<file path="src/casm_defs.svh">
`ifndef CASM_DEFS_SVH
`define CASM_DEFS_SVH
// Contract
// - Third alarm active while any unmasked status set
// - Status at 0x0A read-only, bits 7-5 zero
// - Bit 4: remote four at/above limit, hysteretic clear
// - Bit 3: remote three at/above limit, hysteretic clear
// - Bit 2: remote two against second limit
// - Bit 1: remote one against second limit
// - Bit 0: local reading against local limit
// - First mask at 0x0C, bits 4-0, reset 0x19
// - First mask bits 4,3 block remote four, three
// - First mask bits 2,1 gate first-limit events
// - First mask bit 0 gates local event
// - Second mask at 0x0D, reset 0x00
// - Second mask bits 3-1 gate remotes three-one
// - Second mask bit 0 gates local event
// - Hysteresis register 0x5A, 0-31, subtracted falling
// - Second limits feed second and third outputs

// ==================================================
// Command bytes
`define CASM_CMD_THIRD_STATUS  8'h0A
`define CASM_CMD_FIRST_MASK    8'h0C
`define CASM_CMD_SECOND_MASK   8'h0D
`define CASM_CMD_HYST          8'h5A
// ==================================================
// Reset values and field widths
`define CASM_FIRST_MASK_RST    5'h19
`define CASM_SECOND_MASK_RST   5'h00
`define CASM_THIRD_MASK_RST    5'h07
`define CASM_HYST_RST          5'h0A
`define CASM_CHANNELS          5
`define CASM_HYST_BITS         5
`define CASM_LIMIT_MAX         9'h0FF
`endif

</file>
<file path="src/casm_pkg.sv">
package casm_pkg;
  // Per-channel vector: bit 4 remote four ... bit 0 local
  typedef logic [4:0] casm_chan_t;
  // Readings and limits arrive as whole degrees, one byte per channel
  typedef struct packed {
    logic [7:0] remote_four;
    logic [7:0] remote_three;
    logic [7:0] remote_two;
    logic [7:0] remote_one;
    logic [7:0] local_c;
  } casm_temps_t;
  // Register access port from the command-byte decoder
  typedef struct packed {
    logic       wr;
    logic [7:0] cmd;
    logic [7:0] wdata;
  } casm_cmd_t;
  // Whole block state
  typedef struct packed {
    casm_chan_t first_status;
    casm_chan_t second_status;
    casm_chan_t third_status;
    casm_chan_t first_mask;
    casm_chan_t second_mask;
    logic [4:0] hyst;
    logic [7:0] rdata;
    logic [2:0] alarm_n;
  } casm_state_t;
endpackage

</file>
<file path="src/casm_alarm.sv">
`timescale 1ns/1ps
`default_nettype none
`include "casm_defs.svh"
// Alarm status and mask block: hysteretic per-channel comparators,
// status registers per alarm output, masks and active-low alarm pins.
module casm_alarm (
  input  wire logic                CORE_CLK,
  input  wire logic                RST_B,
  input  wire logic                CLK_EN,
  input  wire logic                UPDATE,
  input  wire casm_pkg::casm_temps_t READING,
  input  wire casm_pkg::casm_temps_t FIRST_LIMIT,
  input  wire casm_pkg::casm_temps_t SECOND_LIMIT,
  input  wire casm_pkg::casm_chan_t  THIRD_MASK,
  input  wire casm_pkg::casm_cmd_t   CMD,
  output logic [7:0]               RDATA,
  output logic                     ALARM_OUT_FIRST_N,
  output logic                     ALARM_OUT_SECOND_N,
  output logic                     ALARM_OUT_THIRD_N
);
  import casm_pkg::*;

  casm_state_t st_reg;   // Registered state
  casm_state_t st_next;  // Next state

  // ==================================================
  // Hysteretic comparator
  // Set at or above limit, clear below limit minus hysteresis, else hold.
  // The subtraction is nine bits wide so a limit under the hysteresis
  // gives a negative threshold that no reading can fall below.
  function automatic logic hyst_cmp(input logic [7:0] rd, input logic [7:0] lim,
                                    input logic [4:0] hy, input logic prev);
    logic [8:0] low;
    low = {1'b0, lim} - {4'h0, hy};
    if (rd >= lim) begin
      hyst_cmp = 1'b1;
    end else if (!low[8] && ({1'b0, rd} < low)) begin
      hyst_cmp = 1'b0;
    end else begin
      hyst_cmp = prev;
    end
  endfunction

  // Compare all five channels against one limit set
  function automatic casm_chan_t cmp_all(input casm_temps_t rd, input casm_temps_t lim,
                                         input logic [4:0] hy, input casm_chan_t prev);
    casm_chan_t r;
    r[4] = hyst_cmp(rd.remote_four, lim.remote_four, hy, prev[4]);
    r[3] = hyst_cmp(rd.remote_three, lim.remote_three, hy, prev[3]);
    r[2] = hyst_cmp(rd.remote_two, lim.remote_two, hy, prev[2]);
    r[1] = hyst_cmp(rd.remote_one, lim.remote_one, hy, prev[1]);
    r[0] = hyst_cmp(rd.local_c, lim.local_c, hy, prev[0]);
    cmp_all = r;
  endfunction

  // Limit set for second and third outputs: channels four, three and
  // local keep their first limits; remotes two and one use their second limits
  casm_temps_t lim_second;
  always_comb begin
    lim_second              = FIRST_LIMIT;
    lim_second.remote_two   = SECOND_LIMIT.remote_two;
    lim_second.remote_one   = SECOND_LIMIT.remote_one;
  end

  // ==================================================
  // Next-state logic
  always_comb begin
    st_next = st_reg;
    // Statuses only move on a conversion update
    if (UPDATE) begin
      st_next.first_status  = cmp_all(READING, FIRST_LIMIT, st_reg.hyst,
                                      st_reg.first_status);
      st_next.second_status = cmp_all(READING, lim_second, st_reg.hyst,
                                      st_reg.second_status);
      st_next.third_status  = cmp_all(READING, lim_second, st_reg.hyst,
                                      st_reg.third_status);
    end
    // Register writes; status is read-only so writes to it are dropped
    if (CMD.wr) begin
      case (CMD.cmd)
        `CASM_CMD_FIRST_MASK: begin
          st_next.first_mask = CMD.wdata[4:0];
        end
        `CASM_CMD_SECOND_MASK: begin
          st_next.second_mask = CMD.wdata[4:0];
        end
        `CASM_CMD_HYST: begin
          st_next.hyst = CMD.wdata[4:0];
        end
        default: begin
          st_next.hyst = st_reg.hyst;
        end
      endcase
    end
    // Read mux, registered; upper bits always zero
    case (CMD.cmd)
      `CASM_CMD_THIRD_STATUS: st_next.rdata = {3'h0, st_reg.third_status};
      `CASM_CMD_FIRST_MASK:   st_next.rdata = {3'h0, st_reg.first_mask};
      `CASM_CMD_SECOND_MASK:  st_next.rdata = {3'h0, st_reg.second_mask};
      `CASM_CMD_HYST:         st_next.rdata = {3'h0, st_reg.hyst};
      default:                st_next.rdata = 8'h00;
    endcase
    // Pins low while any unmasked status bit is set; a one in a mask blocks
    st_next.alarm_n[0] = ~|(st_next.first_status & ~st_next.first_mask);
    st_next.alarm_n[1] = ~|(st_next.second_status & ~st_next.second_mask);
    st_next.alarm_n[2] = ~|(st_next.third_status & ~THIRD_MASK);
  end

  // ==================================================
  // State register with synchronous reset and clock enable
  always_ff @(posedge CORE_CLK) begin
    if (!RST_B) begin
      st_reg               <= '0;
      st_reg.first_mask    <= `CASM_FIRST_MASK_RST;
      st_reg.second_mask   <= `CASM_SECOND_MASK_RST;
      st_reg.hyst          <= `CASM_HYST_RST;
      st_reg.alarm_n       <= 3'h7;
    end else if (CLK_EN) begin
      st_reg <= st_next;
    end
  end

  assign RDATA              = st_reg.rdata;
  assign ALARM_OUT_FIRST_N  = st_reg.alarm_n[0];
  assign ALARM_OUT_SECOND_N = st_reg.alarm_n[1];
  assign ALARM_OUT_THIRD_N  = st_reg.alarm_n[2];
endmodule
`default_nettype wire

</file>
<file path="config.mk">
export PLATFORM = sky130hd
export DESIGN_NAME = casm_alarm
export DESIGN_NICKNAME = d
export VERILOG_FILES = /design/src/casm_pkg.sv /design/src/casm_alarm.sv
export VERILOG_INCLUDE_DIRS = /design/src /design/src/src
export SDC_FILE = /design/constraint.sdc
export NUM_CORES = 1
export LEC_CHECK = 0
export BUFFER_PORTS_ARGS = -buffer_cell sky130_fd_sc_hd__buf_2
export CAP_MARGIN = 20
export CORE_UTILIZATION = 40
export DETAILED_ROUTE_END_ITERATION = 10
export GPL_TIMING_DRIVEN = 0
export PLACE_DENSITY = 0.74
export SYNTH_ARGS = -nofsm -noshare
export SYNTH_HDL_FRONTEND = slang
export SYNTH_SLANG_ARGS = --single-unit
export TNS_END_PERCENT = 1
</file>
<file path="constraint.sdc">
create_clock -name CORE_CLK -period 6.3 [get_ports CORE_CLK]
set_input_delay 1.26 -clock CORE_CLK [delete_from_list [all_inputs] [get_ports CORE_CLK]]
set_output_delay 1.26 -clock CORE_CLK [all_outputs]
set_load 0.05 [all_outputs]
</file>
==> results.json <==
{
  "status": "completed",
  "power.switching_mw": 0.292,
  "worst_pin_slew_ns": 0.694,
  "period_share_pct": 82.0,
  "cts_made_buffers": 5,
  "post_cts_resized": 0,
  "dr.pass1.iters": 6,
  "drv_cap": 0,
  "fp.dieH_um": 123,
  "power_mw": 0.882,
  "port_buffers": 125,
  "post_cts_buffers": 0,
  "cts.sinks": 38,
  "cp_max_fo": 9,
  "place_congestion": 0.864,
  "worst_setup_path_start_kind": "register",
  "finClkSkew_ns": 0.00369,
  "min-delay-path-class": "register to register",
  "ant_nets": 0,
  "drv_slew": 0,
  "routed_wl_mm": 15.2,
  "rsz0062_at_grt": "no",
  "clockRootBuffer": "clkbuf_16",
  "grt_pass1_vias": 5293,
  "diodes": 0,
  "swShare_pct": 33.1,
  "final_nets": 1150,
  "power_frac_clock_pct": 30.7,
  "dieArea_um2": 15100,
  "final_util_pct": 48.8,
  "vias_per_cell": 5.39,
  "synth_edf_count": 0,
  "ys_types": 59,
  "gr-total-overflow": 0,
  "cts_tree": "yes",
  "grt_pass1_wl_mm": 24.5,
  "cts_hold_buf": 0,
  "synthFlopType": "dfxtp_1",
  "dr_total_vias": 5599,
  "dieWidth_um": 123,
  "ys.warnings.count": 0,
  "num_io_pins": 157,
  "yosysSeqAreaShare_pct": 13.0,
  "drtIter0Drc": 265,
  "max-slew-margin-rel_pct": 53.1,
  "p_leak_nw": 3.54,
  "finalHoldViolCount": 0,
  "final.setup.tns_ns": 0,
  "avgSynthCellArea_um2": 8.10,
  "synthCells": 723,
  "required_ns": 6.50,
  "seqPwrFrac_pct": 28.9,
  "setup_violations": 0,
  "critPathArrivalTime_ns": 5.37,
  "syn_area_um2": 5860,
  "layout-drive-gt1-share_pct": 17.6,
  "power_frac_comb_pct": 40.4,
  "clk_latency_ns": 0.28,
  "p_int_mw": 0.590,
  "grt_max_degree": 12,
  "area_delta_synth_final_pct": 17.5,
  "cts_max_level": 2,
  "fin_crit_ns": 5.16,
  "fmax_mhz": 194,
  "clk_pin_slew_ns": 0.05,
  "clk_path_buf_depth": 2,
  "antenna_found_initial": 1,
  "dpl.hpwl_mm": 12.7,
  "wl_per_cell_um": 14.6,
  "async_flop_share_pct": 0,
  "rows": 43,
  "largest_reg_flops": 30,
  "path_class": "register to register",
  "drcViolationCount": 0,
  "grt.total_usage_pct": 20.5,
  "start_util_pct": 41.5,
  "ir_drop_uv": 98.5,
  "crit_path_end_kind": "register",
  "coreArea_um2": 14100,
  "ys_ff_latch": 38,
  "powerDensity_nw_per_um2": 128
}
## cell type report
cell class	instances	area [um^2]
tap	180	225
timing repair buffer	125	626
clock buffer	8	166
inverter	74	278
multi-input combinational	594	4720
buffer	19	109
fill	1380	7210
sequential	38	761
## power groups by stage
stage / Sequential (mW) / Clock, mW / Combinational [mW]
finish: 0.255 / 0.271 / 0.356
global route: 0.256 / 0.285 / 0.409
CTS: 0.255 / 0.275 / 0.357
detailed placement: 0.260 / 0 / 0.355
global placement: 0.260 / 0 / 0.346
floorplan: 0.265 / 0 / 0.232
## final timing paths
| check | start | endpoint | slack [ns] | cells after the start |
|---|---|---|---|---|
| min | st_reg[40] | st_reg[40] | 0.46 | 2 |
| max reg2reg | st_reg[12] | ALARM_OUT_SECOND_N | 1.14 | 16 |
| min reg2reg | st_reg[40] | st_reg[40] | 0.46 | 2 |
| max | st_reg[12] | ALARM_OUT_SECOND_N | 1.14 | 16 |
## cells in the final DEF, fill, tap and decap left out, drive strengths merged, types with 6 or more instances in the layout
master | netlist | routed
o211ai | 10 | 10
nand2b | 17 | 17
nor2 | 55 | 55
and3 | 7 | 7
or4 | 7 | 7
mux2i | 19 | 19
o21ai | 43 | 43
xnor2 | 29 | 29
buf | 9 | 134
nor2b | 14 | 14
nand3 | 13 | 13
dfxtp | 38 | 38
a21o | 32 | 32
nor3 | 12 | 12
nand2 | 36 | 36
a211oi | 13 | 13
xor2 | 7 | 7
ha | 140 | 140
inv | 74 | 74
or3 | 8 | 8
a21oi | 41 | 41
a22oi | 10 | 10
o21a | 9 | 9
fa | 7 | 7
clkbuf | 10 | 18
nand4 | 6 | 6
## metal layers
layer / vias to the layer above / share of wire (%) / GRT usage (%)
met5: - / 0.066 / 0
met4: 2 / 2.0 / 5.57
met3: 26 / 6.1 / 2.17
met2: 168 / 46 / 35.7
met1: 2516 / 46 / 26.7
li1: 2887 / - / -
## cells in the mapped netlist (8+ instances only)
library cell / count / area (um^2)
a21o_1: 32 / 240
a21oi_1: 41 / 205
o21a_1: 9 / 67.6
nand3_1: 13 / 65.1
nor2_1: 55 / 206
a211oi_1: 13 / 97.6
nor2b_1: 14 / 87.6
buf_4: 8 / 60.1
nand2_1: 36 / 135
mux2i_1: 19 / 190
nor3_1: 12 / 60.1
o211ai_1: 10 / 75.1
clkbuf_1: 10 / 37.5
inv_1: 72 / 270
nand2b_1: 17 / 106
o21ai_0: 36 / 180
or3_1: 8 / 50.1
a22oi_1: 10 / 75.1
xnor2_1: 29 / 254
ha_1: 140 / 1750
dfxtp_1: 38 / 761
## through the flow
stage          setup WS [ns]  area [um^2]  hold slack [ns]  cells
6_report                1.14         6880            0.461   1038
5_1_grt                0.835         6880            0.490   1038
4_1_cts                 1.07         6880            0.460   1038
3_5_place_dp            1.09         6720            0.451   1030
3_3_place_gp            1.17         6720            0.447   1030
2_1_floorplan           1.49         5860            0.437    725
## cell families (layout without fill, tap and decap cells)
logic type / Yosys count / in the layout / share of synthesized area [%]
simple gates: 190 / 190 / 16.6
compound gates: 195 / 195 / 22.1
fa+ha+maj: 147 / 147 / 32.3
mux: 23 / 23 / 4.02
other cells: 1 / 3 / 0.0640
flops: 38 / 38 / 13.0
buf+inv: 93 / 226 / 6.60
xor+xnor: 36 / 36 / 5.38
## worst max-delay path: stages, from the launching register on
cell and delay [ns]:
dfxtp_1 0.75, inv_1 0.51, ha_1 0.41, nor2b_1 0.13, o21ai_1 0.11, nand2b_1 0.10, a21o_1 0.19, a21o_1 0.19
or3_1 0.33, xnor2_1 0.14, ha_1 0.28, and3_1 0.20, a2111o_1 0.40, a311o_1 0.37, a32o_1 0.27, or4_1 0.48
o31ai_2 0.21
(Power assumes the default switching activity.)
